### config.mk
export PLATFORM = sky130hd
export DESIGN_NAME = sync_serial_shift_port
export DESIGN_NICKNAME = d
export VERILOG_FILES = /design/src/shared/ssp_pkg.sv /design/src/sync_serial_shift_port.sv
export SDC_FILE = /design/constraint.sdc
export NUM_CORES = 1
export LEC_CHECK = 0
export BUFFER_PORTS_ARGS = -buffer_cell sky130_fd_sc_hd__buf_2
export CELL_PAD_IN_SITES_DETAIL_PLACEMENT = 0
export CELL_PAD_IN_SITES_GLOBAL_PLACEMENT = 2
export CORE_ASPECT_RATIO = 1.5
export CORE_UTILIZATION = 42
export DETAILED_ROUTE_END_ITERATION = 10
export PLACE_DENSITY_LB_ADDON = 0.05
export SYNTH_ARGS = -nofsm -noshare
export SYNTH_HDL_FRONTEND = slang
export SYNTH_HIERARCHICAL = 1
export SYNTH_SLANG_ARGS = --single-unit
### constraint.sdc
create_clock -name pclk -period 4.5 [get_ports pclk]
set_input_delay 0.9 -clock pclk [delete_from_list [all_inputs] [get_ports pclk]]
set_output_delay 0.9 -clock pclk [all_outputs]
set_load 0.01 [all_outputs]
### src/shared/ssp_pkg.sv
// shared constants, register map and carrier types of the synchronous serial shift port
package ssp_pkg;

	localparam int          APB_AW         = 12;

	// register indices; the byte address on the bus is four times the index
	localparam logic [7:0]  IDX_CONTROL    = 8'hf1;
	localparam logic [7:0]  IDX_BUFFER     = 8'hf2;
	localparam logic [7:0]  IDX_RX_FIFO    = 8'hf3;
	localparam logic [7:0]  IDX_PRESCALER  = 8'hf4;
	localparam logic [7:0]  IDX_STATUS     = 8'hf5;

	localparam logic [7:0]  CONTROL_RESET  = 8'h00;
	localparam logic [7:0]  PRESCALE_RESET = 8'h00;
	localparam logic [7:0]  BUFFER_RESET   = 8'h00;

	// internal shift clock source is the oscillator divided by this figure
	localparam int          OSC_DIV        = 4;
	localparam int          BITS_PER_BYTE  = 8;
	localparam logic [2:0]  LAST_BIT       = 3'h7;

	// control register layout, bit 7 down to bit 0
	typedef struct packed {
		logic lsb_first;   // 7: 0 msb first, 1 lsb first
		logic ext_clk;     // 6: 0 internal prescaler, 1 clock pin input
		logic tx_rx;       // 5: 0 receive only, 1 transmit and receive
		logic edge_rise;   // 4: 0 transmit on falling edge, 1 on rising edge
		logic start;       // 3: write one to start, always reads zero
		logic shift_en;    // 2: data shifter enable
		logic int_en;      // 1: interrupt enable
		logic pending;     // 0: transfer complete
	} ctrl_t;

	// status register layout
	typedef struct packed {
		logic [2:0] unused;
		logic [4:0] fifo_level;
		logic [1:0] unused_lo;
		logic       fifo_nonempty;
		logic       busy;
	} status_t;

	typedef enum logic [1:0] {
		ST_IDLE,
		ST_RUN,
		ST_PUSH
	} shift_state_t;

	function automatic logic [APB_AW-1:0] reg_addr(input logic [7:0] idx);
		return {2'h0, idx, 2'h0};
	endfunction

	// pclk cycles for half a shift clock period
	function automatic logic [9:0] half_period(input logic [7:0] p);
		return 10'((OSC_DIV / 2) * (int'(p) + 1));
	endfunction

endpackage

### src/sync_serial_shift_port.sv
// serial shift port with apb registers, receive fifo and the fifo module itself
//
// Local design decision: the APB slave port.

////////////////////////////////////////////////////////////////////////////////

module rx_byte_fifo #(
	parameter int WIDTH = 8,
	parameter int DEPTH = 16
) (
	input  wire logic              pclk,       // clock
	input  wire logic              presetn,    // async reset, active low
	input  wire logic              in_valid,   // write side offers a word
	output logic                   in_ready,   // room for a word
	input  wire logic [WIDTH-1:0]  in_data,    // word to store
	output logic                   out_valid,  // a word waits
	input  wire logic              out_ready,  // reader takes the word
	output logic [WIDTH-1:0]       out_data,   // oldest word
	output logic [$clog2(DEPTH):0] level       // words held
);
	localparam int PW = (DEPTH > 1) ? $clog2(DEPTH) : 1;

	if (DEPTH < 2 || WIDTH < 1) begin : g_check
		$error("rx_byte_fifo needs DEPTH of at least 2 and WIDTH of at least 1");
	end

	logic [WIDTH-1:0]    mem [DEPTH];
	logic [PW-1:0]       wr_ptr;
	logic [PW-1:0]       rd_ptr;
	logic [PW-1:0]       next_wr_ptr;
	logic [PW-1:0]       next_rd_ptr;
	logic [$clog2(DEPTH):0] next_level;
	logic                push;
	logic                pop;

	function automatic logic [PW-1:0] bump(input logic [PW-1:0] p);
		return (p == PW'(DEPTH - 1)) ? '0 : p + 1'b1;
	endfunction

	assign in_ready  = (level != ($clog2(DEPTH) + 1)'(DEPTH));
	assign out_valid = (level != '0);
	assign out_data  = mem[rd_ptr];

	always_comb begin
		push        = in_valid & in_ready;
		pop         = out_valid & out_ready;
		next_wr_ptr = push ? bump(wr_ptr) : wr_ptr;
		next_rd_ptr = pop ? bump(rd_ptr) : rd_ptr;
		next_level  = level;
		if (push & ~pop) begin
			next_level = level + 1'b1;
		end else if (pop & ~push) begin
			next_level = level - 1'b1;
		end
	end

	always_ff @(posedge pclk or negedge presetn) begin
		if (!presetn) begin
			wr_ptr <= '0;
			rd_ptr <= '0;
			level  <= '0;
		end else begin
			wr_ptr <= next_wr_ptr;
			rd_ptr <= next_rd_ptr;
			level  <= next_level;
		end
	end

	// storage needs no reset: a word is only read after it was written
	always_ff @(posedge pclk) begin
		if (push) begin
			mem[wr_ptr] <= in_data;
		end
	end
endmodule // rx_byte_fifo

////////////////////////////////////////////////////////////////////////////////

module sync_serial_shift_port #(
	parameter int FIFO_DEPTH = 16
) (
	input  wire logic                        pclk,     // clock, 250 MHz
	input  wire logic                        presetn,  // async reset, active low
	input  wire logic                        psel,     // apb select
	input  wire logic                        penable,  // apb access phase
	input  wire logic                        pwrite,   // apb direction
	input  wire logic [ssp_pkg::APB_AW-1:0]  paddr,    // apb byte address
	input  wire logic [31:0]                 pwdata,   // apb write data
	output logic      [31:0]                 prdata,   // apb read data
	output logic                             pready,   // apb ready
	output logic                             pslverr,  // unmapped address
	input  wire logic                        sck_in,   // shift clock pin input
	output logic                             sck_out,  // shift clock pin output
	output logic                             sck_oe,   // shift clock pin enable
	input  wire logic                        si,       // serial data input pin
	output logic                             so,       // serial data output pin
	output logic                             so_oe,    // serial output enable
	output logic                             irq       // transfer done request
);
	if (FIFO_DEPTH < 2 || FIFO_DEPTH > 16) begin : g_check
		$error("FIFO_DEPTH must lie between 2 and 16 to fit the status level field");
	end

	ssp_pkg::ctrl_t        ctrl;
	ssp_pkg::ctrl_t        next_ctrl;
	logic [7:0]            prescaler;
	logic [7:0]            next_prescaler;
	logic [7:0]            buffer;
	logic [7:0]            next_buffer;
	ssp_pkg::shift_state_t state;
	ssp_pkg::shift_state_t next_state;
	logic [2:0]            cnt;
	logic [2:0]            next_cnt;
	logic [9:0]            div;
	logic [9:0]            next_div;
	logic                  sck_int;
	logic                  next_sck_int;
	logic                  so_bit;
	logic                  next_so_bit;
	logic [31:0]           next_prdata;
	logic                  si_s1;
	logic                  si_s2;
	logic                  sck_s1;
	logic                  sck_s2;
	logic                  sck_s3;

	logic                  fifo_in_valid;
	logic                  fifo_in_ready;
	logic                  fifo_out_valid;
	logic                  fifo_out_ready;
	logic [7:0]            fifo_out_data;
	logic [$clog2(FIFO_DEPTH):0] fifo_level;

	logic                  wr;
	logic                  rd;
	logic                  setup;
	logic                  mapped;
	logic                  int_tick;
	logic                  rise;
	logic                  fall;
	logic                  sample_edge;
	logic                  tx_edge;
	ssp_pkg::status_t      status;

	////////////////////////////////////////////////////////////////////////////

	rx_byte_fifo #(
		.WIDTH (8),
		.DEPTH (FIFO_DEPTH)
	) u_rx_fifo (
		.pclk      (pclk),
		.presetn   (presetn),
		.in_valid  (fifo_in_valid),
		.in_ready  (fifo_in_ready),
		.in_data   (buffer),
		.out_valid (fifo_out_valid),
		.out_ready (fifo_out_ready),
		.out_data  (fifo_out_data),
		.level     (fifo_level)
	);

	////////////////////////////////////////////////////////////////////////////

	// zero wait states: every access phase completes at once
	assign pready  = 1'b1;
	assign pslverr = psel & penable & ~mapped;
	// the pin is driven only while the internal source is chosen
	assign sck_out = sck_int;
	assign sck_oe  = ~ctrl.ext_clk;
	assign so      = so_bit;
	assign so_oe   = ctrl.tx_rx & ctrl.shift_en;
	assign irq     = ctrl.pending & ctrl.int_en;

	always_comb begin
		setup  = psel & ~penable;
		wr     = psel & penable & pwrite;
		rd     = psel & penable & ~pwrite;
		mapped = (paddr == ssp_pkg::reg_addr(ssp_pkg::IDX_CONTROL))
			| (paddr == ssp_pkg::reg_addr(ssp_pkg::IDX_BUFFER))
			| (paddr == ssp_pkg::reg_addr(ssp_pkg::IDX_RX_FIFO))
			| (paddr == ssp_pkg::reg_addr(ssp_pkg::IDX_PRESCALER))
			| (paddr == ssp_pkg::reg_addr(ssp_pkg::IDX_STATUS));

		// busy, fifo nonempty and fifo level let software poll without the request
		status               = '0;
		status.busy          = (state != ssp_pkg::ST_IDLE);
		status.fifo_nonempty = fifo_out_valid;
		status.fifo_level    = 5'(fifo_level);

		// shift clock edges, seen only while a byte is in flight
		// si reaches the shifter two pclk late, so a zero prescaler (half period
		// of two pclk) takes the previous bit; one or more leaves a clean margin
		// against a peer that answers on the opposite edge
		int_tick = (state != ssp_pkg::ST_IDLE) & ~ctrl.ext_clk
			& (div == ssp_pkg::half_period(prescaler) - 10'h001);
		// an external clock is seen two pclk after the pin moves, so its
		// half period must stay above about four pclk
		if (ctrl.ext_clk) begin
			rise = (state == ssp_pkg::ST_RUN) & sck_s2 & ~sck_s3;
			fall = (state == ssp_pkg::ST_RUN) & ~sck_s2 & sck_s3;
		end else begin
			rise = int_tick & ~sck_int;
			fall = int_tick & sck_int;
		end
		sample_edge = ctrl.edge_rise ? fall : rise;
		tx_edge     = ctrl.edge_rise ? rise : fall;
	end

	always_comb begin
		next_ctrl      = ctrl;
		next_prescaler = prescaler;
		next_buffer    = buffer;
		next_state     = state;
		next_cnt       = cnt;
		next_div       = div;
		next_sck_int   = sck_int;
		next_so_bit    = so_bit;
		next_prdata    = prdata;
		fifo_in_valid  = 1'b0;
		fifo_out_ready = 1'b0;

		// read data is latched in the setup cycle so it leaves a flip-flop
		if (setup & ~pwrite) begin
			if (paddr == ssp_pkg::reg_addr(ssp_pkg::IDX_CONTROL)) begin
				next_prdata = {24'h000000, ctrl};
			end else if (paddr == ssp_pkg::reg_addr(ssp_pkg::IDX_BUFFER)) begin
				next_prdata = {24'h000000, buffer};
			end else if (paddr == ssp_pkg::reg_addr(ssp_pkg::IDX_RX_FIFO)) begin
				next_prdata = {24'h000000, fifo_out_valid ? fifo_out_data : 8'h00};
			end else if (paddr == ssp_pkg::reg_addr(ssp_pkg::IDX_PRESCALER)) begin
				next_prdata = {24'h000000, prescaler};
			end else if (paddr == ssp_pkg::reg_addr(ssp_pkg::IDX_STATUS)) begin
				next_prdata = {20'h00000, status};
			end else begin
				// unmapped addresses read as zero; pslverr flags them
				next_prdata = 32'h00000000;
			end
		end

		// the head word was shown in setup; it is removed as the read completes
		if (rd & (paddr == ssp_pkg::reg_addr(ssp_pkg::IDX_RX_FIFO))) begin
			fifo_out_ready = 1'b1;
		end

		case (state)
			ssp_pkg::ST_RUN: begin
				next_div = int_tick ? 10'h000 : div + 10'h001;
				if (int_tick) begin
					next_sck_int = ~sck_int;
				end
				if (sample_edge) begin
					next_buffer = ctrl.lsb_first ? {si_s2, buffer[7:1]}
						: {buffer[6:0], si_s2};
					next_cnt = cnt + 3'h1;
					if (cnt == ssp_pkg::LAST_BIT) begin
						next_state = ssp_pkg::ST_PUSH;
					end
				end
				if (tx_edge) begin
					next_so_bit = ctrl.lsb_first ? buffer[0] : buffer[7];
				end
				// clearing the enable abandons the byte without setting pending
				if (~ctrl.shift_en) begin
					next_state   = ssp_pkg::ST_IDLE;
					next_sck_int = 1'b1;
				end
			end
			ssp_pkg::ST_PUSH: begin
				// with transmit on the rising edge the byte ends low; the clock
				// finishes that half period before the byte is handed on
				if (~sck_int) begin
					next_div = int_tick ? 10'h000 : div + 10'h001;
					if (int_tick) begin
						next_sck_int = 1'b1;
					end
				end else begin
					// a full fifo holds the byte here and stalls the next start
					fifo_in_valid = 1'b1;
					if (fifo_in_ready) begin
						next_state = ssp_pkg::ST_IDLE;
					end
				end
			end
			default: begin
				// idle: clock parked high and divider cleared
				next_div     = 10'h000;
				next_sck_int = 1'b1;
			end
		endcase

		if (wr) begin
			if (paddr == ssp_pkg::reg_addr(ssp_pkg::IDX_CONTROL)) begin
				next_ctrl         = ssp_pkg::ctrl_t'(pwdata[7:0]);
				next_ctrl.start   = 1'b0;
				next_ctrl.pending = ctrl.pending & pwdata[0];
				if (pwdata[3] & pwdata[2] & (state == ssp_pkg::ST_IDLE)) begin
					next_state   = ssp_pkg::ST_RUN;
					next_cnt     = 3'h0;
					next_div     = 10'h000;
					next_sck_int = 1'b1;
					// first bit goes out at once so the peer can take it on the first edge
					next_so_bit  = pwdata[7] ? buffer[0] : buffer[7];
				end
			end else if (paddr == ssp_pkg::reg_addr(ssp_pkg::IDX_BUFFER)) begin
				// a write while busy would corrupt the byte in flight
				if (state == ssp_pkg::ST_IDLE) begin
					next_buffer = pwdata[7:0];
				end
			end else if (paddr == ssp_pkg::reg_addr(ssp_pkg::IDX_PRESCALER)) begin
				// takes effect at once, even within a byte in flight
				next_prescaler = pwdata[7:0];
			end
		end

		// completion sets pending after any clear in the same cycle
		if ((state == ssp_pkg::ST_PUSH) & fifo_in_valid & fifo_in_ready) begin
			next_ctrl.pending = 1'b1;
		end
	end

	always_ff @(posedge pclk or negedge presetn) begin
		if (!presetn) begin
			ctrl      <= ssp_pkg::ctrl_t'(ssp_pkg::CONTROL_RESET);
			prescaler <= ssp_pkg::PRESCALE_RESET;
			buffer    <= ssp_pkg::BUFFER_RESET;
			state     <= ssp_pkg::ST_IDLE;
			cnt       <= 3'h0;
			div       <= 10'h000;
			sck_int   <= 1'b1;
			so_bit    <= 1'b0;
			prdata    <= 32'h00000000;
		end else begin
			ctrl      <= next_ctrl;
			prescaler <= next_prescaler;
			buffer    <= next_buffer;
			state     <= next_state;
			cnt       <= next_cnt;
			div       <= next_div;
			sck_int   <= next_sck_int;
			so_bit    <= next_so_bit;
			prdata    <= next_prdata;
		end
	end

	// pin synchronisers; the third clock stage only feeds edge detection
	always_ff @(posedge pclk or negedge presetn) begin
		if (!presetn) begin
			si_s1  <= 1'b0;
			si_s2  <= 1'b0;
			sck_s1 <= 1'b1;
			sck_s2 <= 1'b1;
			sck_s3 <= 1'b1;
		end else begin
			si_s1  <= si;
			si_s2  <= si_s1;
			sck_s1 <= sck_in;
			sck_s2 <= sck_s1;
			sck_s3 <= sck_s2;
		end
	end
endmodule // sync_serial_shift_port

* After elaboration in Yosys (flattened, before gate mapping) *
Memories as Yosys holds them, arrays and structs flattened.
Index checks and enable logic that the tools add are counted.

word-level totals
  word-level logic and storage cells = 158
  input bits = 51
  memory bits (writable) = 128
  memories = 1
  register bits = 90
  output and inout port bits = 39

memories
  memory         depth  width  read ports  clocked after Yosys merged registers in  write ports  line                          source
  u_rx_fifo.mem  16     8      1           0                                        1            sync_serial_shift_port.sv:27  logic [WIDTH-1:0] mem [DEPTH];

operators by class
  muxes and demuxes = 64
  bitwise gates (word level) = 41
  eq/ne operators = 12
  $add $sub $neg = 8
  reduce and logical (&&, ||, !) cells = 9

operators by type and width
  operator                                                number
  two-way mux 8 bit                                       8
  equality test 12 x 10 -> 1 bit (second input constant)  5
  two-way mux 10 bit                                      5
  two-way mux 9 bit                                       5
  bitwise AND 1 bit                                       26
  two-way mux 1 bit                                       26
  case mux 10 bit (2 select lines)                        1
  two-way mux 2 bit                                       8
  two-way mux 3 bit                                       5
  inverter 1 bit                                          11
  adder 10 x 1 -> 10 bit (second input constant)          1
  equality test 10 bit                                    1
  two-way mux 5 bit                                       2
  subtractor 10 x 1 -> 10 bit (second input constant)     1
  adder 8 x 1 -> 9 bit (second input constant)            1
  adder 4 x 1 -> 4 bit (second input constant)            2
  equality test 4 bit (second input constant)             2
  two-way mux 4 bit                                       2
  nonzero test 2 bit                                      4
  adder 5 x 1 -> 5 bit (second input constant)            1
  != test 5 bit (second input constant)                   1
  nonzero test 5 bit                                      1
  subtractor 5 x 1 -> 5 bit (second input constant)       1
  bitwise OR 1 bit                                        4
  other kinds (9)                                         10

* Logic depth before layout (Yosys ltp) *
  depth after elaboration = 13
  depth in mapped cells = 17
  mapped depth without buffers = 16

* Modules after synthesis *
Netlist, hierarchy kept.

modules (own cells, without submodules)
  module                  seq. area each (um2)  times used  cells an instance  area an instance (um2)
  rx_byte_fifo            4169.0                1           299                5759.3
  sync_serial_shift_port  1356.3                1           430                3769.9

* Least setup slack after synthesis *
OpenSTA, ideal clock, no wires.

  kind = register to register
  from = register prescaler[1]
  to = register cnt[1]
  data required time = 4359 ps
  arrival = 3609 ps
  path slack = 750 ps
  buffers on the path = 2
  stages on the path, launching flop included = 18
  period minus slack after synthesis = 3750 ps
  library setup time = 141 ps
  path through = dfrtp_1 ha_1 buf_2 xor2_1 or4_1 a211oi_2 xnor2_1 mux2i_4 or2_4 inv_1 ha_1 nor2b_1 nor3_1 a21oi_1 nand2_1 clkbuf_1 mux2i_1 nor2_1

on the way
  cells in the longest elaborated chain, start to end = 12
  elaborated cells on any way between the ends = 14
  classes of those cells = 2 x add/sub; 1 x eq/ne; 8 x mux; 3 x bitwise

ends and longest elaborated chain
  item                                  line                                                          source
  start: declaration                    sync_serial_shift_port.sv:106                                 logic [7:0] prescaler;
  start signal: assignment              sync_serial_shift_port.sv:324                                 prescaler <= ssp_pkg::PRESCALE_RESET;
  start signal: assignment              sync_serial_shift_port.sv:334                                 prescaler <= next_prescaler;
  adder 8 x 1 -> 9 bit *                ssp_pkg.sv:55                                                 return 10'((OSC_DIV / 2) * (int'(p) + 1));
  subtractor 10 x 1 -> 10 bit *         sync_serial_shift_port.sv:195                                 & (div == ssp_pkg::half_period(prescaler) - 10'h001);
  equality test 10 bit *                sync_serial_shift_port.sv:195
  bitwise AND 1 bit *                   sync_serial_shift_port.sv:195
  bitwise AND 1 bit (on tied branches)  sync_serial_shift_port.sv:202, sync_serial_shift_port.sv:203
  two-way mux 1 bit                     sync_serial_shift_port.sv:198                                 if (ctrl.ext_clk) begin
  two-way mux 1 bit *                   sync_serial_shift_port.sv:205                                 sample_edge = ctrl.edge_rise ? fall : rise;
  two-way mux 3 bit *                   sync_serial_shift_port.sv:251                                 if (sample_edge) begin
  two-way mux 3 bit *                   sync_serial_shift_port.sv:245                                 case (state)
  two-way mux 3 bit                     sync_serial_shift_port.sv:296                                 if (pwdata[3] & pwdata[2] & (state == ssp_pkg::ST_IDLE)) begin
  two-way mux 3 bit                     sync_serial_shift_port.sv:292                                 if (paddr == ssp_pkg::reg_addr(ssp_pkg::IDX_CONTROL)) begin
  two-way mux 3 bit *                   sync_serial_shift_port.sv:291                                 if (wr) begin
  named net next_cnt[1]                 sync_serial_shift_port.sv:113                                 logic [2:0] next_cnt;
  end signal: assignment                sync_serial_shift_port.sv:337                                 cnt <= next_cnt;
  end: declaration                      sync_serial_shift_port.sv:112                                 logic [2:0] cnt;

Mark *: on every way through the listed nets, which the timed path passes. The rest lies on a longest branch.
A chain may end at the register's enable or synchronous reset.

* Worst setup path after layout *
  from = register prescaler[1]
  to = register buffer[0]

on the way
  cells in the longest elaborated chain, start to end = 13
  elaborated cells on any way between the ends = 15
  classes of those cells = 2 x add/sub; 1 x eq/ne; 9 x mux; 3 x bitwise

ends and longest elaborated chain
  item                                  line                                                          source
  adder 8 x 1 -> 9 bit *                ssp_pkg.sv:55
  subtractor 10 x 1 -> 10 bit *         sync_serial_shift_port.sv:195
  equality test 10 bit *                sync_serial_shift_port.sv:195
  bitwise AND 1 bit *                   sync_serial_shift_port.sv:195
  bitwise AND 1 bit (on tied branches)  sync_serial_shift_port.sv:202, sync_serial_shift_port.sv:203
  two-way mux 1 bit                     sync_serial_shift_port.sv:198
  two-way mux 1 bit *                   sync_serial_shift_port.sv:205
  two-way mux 8 bit *                   sync_serial_shift_port.sv:251
  two-way mux 8 bit *                   sync_serial_shift_port.sv:245
  two-way mux 8 bit                     sync_serial_shift_port.sv:306                                 if (state == ssp_pkg::ST_IDLE) begin
  two-way mux 8 bit                     sync_serial_shift_port.sv:304                                 end else if (paddr == ssp_pkg::reg_addr(ssp_pkg::IDX_BUFFER)) begin
  two-way mux 8 bit                     sync_serial_shift_port.sv:292
  two-way mux 8 bit *                   sync_serial_shift_port.sv:291
  named net next_buffer[0]              sync_serial_shift_port.sv:109                                 logic [7:0] next_buffer;
  end signal: assignment                sync_serial_shift_port.sv:325                                 buffer <= ssp_pkg::BUFFER_RESET;
  end signal: assignment                sync_serial_shift_port.sv:335                                 buffer <= next_buffer;
  end: declaration                      sync_serial_shift_port.sv:108                                 logic [7:0] buffer;

Marks and branches as above.

==> flow_summary.ini <==
[hold_path]
hp-start = sck_s1
hold_class = reg2reg
hold_end = sck_s2
min_delay_path_depth = 0

[sta]
timing.hold.ws_ns = 0.3608
period_minus_slack_ns = 3.812
slew_headroom_pct = 6.881
post-route-period-util_pct = 84.71
layout_setup_ws_ns = 0.6882
max_freq_mhz = 262.3
hold_viol_final = 0
clock_skew_ns = 0.009770
worst_pin_slew_ns = 1.386
setup_viol = 0
drv_slew = 0
rsz0062_at_grt = no
setup_tns_ns = 0

[floorplanning]
num_rows = 67
core_um2 = 22300
die_w_um = 125.0
start_util_pct = 42.73
ios = 90
fp.dieH_um = 186.5
die_area_um2 = 23310

[final_layout]
n_antenna_cell = 0
drive_above_1_share_pct = 17.44
synthToLayoutAreaGrowth_pct = 9.992
final_nets = 832

[yosys]
synth_area_per_cell_um2 = 13.07
synth_warnings = 6
ys.flop_type = edfxtp_1
synth-async-reset-ratio_pct = 34.36
synth_area_um2 = 9529
synth_edf_count = 128
synth_cell_type_count = 73
syn_inst = 729
yosysSeqAreaShare_pct = 57.98
synth_seq_cells = 195

[global_routing]
antenna_found_initial = 0
grt_max_degree = 68
grt_usage_pct = 20.87
grt_pass1_wl_um = 36080
overflow = 0
grt_pass1_vias = 6147

[placement]
gp_congestion = 0.7979
io_buffers = 41
detailed_place_hpwl_um = 16620
place_ws_ns = 0.4269

[run_status]
outcome = finished with violations
violations = DRC

[clock_network]
cts_tree = yes
cts_buffers = 17
clk_path_buf_depth = 2
clk_latency_ns = 0.43
cts_hold_buf = 0
clkSinkCount = 195
cts_max_level = 4
clk_pin_slew_ns = 0.07
cts_root_buffer = clkbuf_16
cts_setup_buffers = 0
cts_resized = 0

[pwr]
pwr-share-seq_pct = 54.2
cellPowerDensity_nw_per_um2 = 333.7
power_switching_share_pct = 20.09
p_clk_share_pct = 44.0
internal_power_uw = 2795
switchingPower_uw = 702.6
leakage_uw = 0.004369
ir_worst_vdd_v = 0.0002322
pwr-share-comb_pct = 1.8

[setup_path]
crit_family = simple AND/OR/NAND/NOR gates
crit_fanout = 19
critPathKind = reg2reg
worstSetupEndpointType = flop
crit-reg2reg-launch = prescaler[1]
arrival_ns = 4.10
cpMaxStageDelayCell = dfrtp_1
reg2reg_slack_ns = 0.69
required_ns = 4.79
worstRegToRegCells = 17
crit_path_max_incr_delay_ns = 0.49
crit_chain = ha_1 -> xor2_1 -> or4_1 -> a211oi_2 -> xnor2_1 -> mux2i_4 -> or2_4 -> inv_1 -> ha_1 -> nor2b_1 -> nor3_1 -> a21oi_1 -> nand2_1 -> buf_4 -> nor2_1 -> a21oi_1 -> o21ai_0
path_buf_inv = 2
cp-start-kind = flop
regToRegEndpoint = buffer[0]

[routing]
dr_total_vias = 5927
antenna_left = 0
routedWlPerCell_um = 21.86
wirelength_um = 22950
vias_per_cell = 5.645
drt_iter0_markers = 449
dr.pass1.iters = 10
route.detailed.drc = 17

[job]
cap_violations = 0
cells in the final DEF (no fill, tap or decap), types with 6 or more instances in the layout:
master and count:
inv_1 13, a21o_1 12, mux2_2 14, nand2b_1 9
a22oi_1 22, and2_1 8, edfxtp_1 128, xor2_1 10
a221oi_1 6, buf_4 14, dfrtp_1 62, nand2_1 78
mux4_1 14, a21oi_1 21, conb_1 24, ha_1 19
mux2i_1 12, nor2_1 46, nor2b_1 11, o21ai_0 35
mux4_2 18, o22ai_1 6, nand3_1 13, nor3_1 17
and3_1 6, buf_2 40, clkbuf_16 19, xnor2_1 13
cells by family after synthesis:
family	after synthesis	synth area share (%)
AND/OR/NAND/NOR	218	11.33
XOR/XNOR	23	2.114
AO/OA/AOI/OAI	134	9.612
adder cells (fa/ha/maj)	20	2.705
multiplexers	61	11.57
other	2	0.07881
flip-flops	195	57.98
buffers and inverters	76	4.609
layer usage:
layer / GRT usage, % / vias to the layer above / routed length [um]
met5: 0 / - / 0
met4: 7.129 / 0 / 364
met3: 3.469 / 23 / 660
met2: 38.42 / 115 / 12880
met1: 24.37 / 3014 / 9050
li1: - / 2775 / -
synth_stat cells (9+ instances only):
library cell	n	area share, %
nand2_1	78	3.1
a21oi_1	21	1.1
buf_4	29	2.3
a21o_1	12	0.95
edfxtp_1	128	40
nand3_1	13	0.68
xor2_1	10	0.92
nor2_1	46	1.8
o21ai_0	35	1.8
nor2b_1	11	0.72
mux4_2	18	4.3
nor3_1	18	0.95
mux4_1	14	3.9
nand2b_1	9	0.59
ha_1	19	2.5
a22oi_1	22	1.7
mux2_2	14	1.7
dfrtp_1	63	17
mux2i_1	12	1.3
clkbuf_1	22	0.87
xnor2_1	13	1.2
inv_1	13	0.51
power by group through the flow:
stage               clock network [uW]  registers (uW)  logic, uW
floorplan                            0            1930       43.0
global placement                     0            1930       62.2
detailed placement                   0            1930       62.3
CTS                               1580            1900       62.6
global route                      1650            1900       69.1
finish                            1540            1900       61.8
layout make-up:
cell class	instances	area, um2
inverters	13	48.80
multi-input cells	480	3652
fillers	2042	11820
clock inverters	12	123.9
well taps	276	345.3
clock buffers	20	479.2
repair buffers	54	305.3
flip-flops and latches	195	5527
flip-flops by register name (all words and copies together) (netlist names), 2 cells and up:
register	cells
u_rx_fifo/wr_ptr	4
ctrl	7
u_rx_fifo/mem	128
cnt	3
u_rx_fifo/level	5
div	10
prescaler	8
state	2
prdata	9
buffer	8
u_rx_fifo/rd_ptr	4
metrics by stage:
stage                     instances  area (um2)  utilization, %  total power, uW
after CTS                      1050       10480           46.98             3541
after global routing           1050       10480           47.00             3613
after floorplan                 751        9612               -             1977
final                          1050       10480           47.00             3498
after global placement         1018        9873           44.28             1997
after detailed placement       1018        9873           44.28             1997
worst max path at each step:
stage                                    end          from  cells after the start  slack [ns]
after floorplan                       cnt[1]  prescaler[1]                     17        0.75
after global placement    u_rx_fifo/level[4]     paddr[10]                     13        0.55
after detailed placement  u_rx_fifo/level[4]     paddr[10]                     13        0.43
after CTS                                 so  prescaler[1]                     14        0.63
after global routing                      so  prescaler[1]                     14        0.33
final                              buffer[0]  prescaler[1]                     17        0.69
Note: power is estimated with default switching activity, not from simulation.
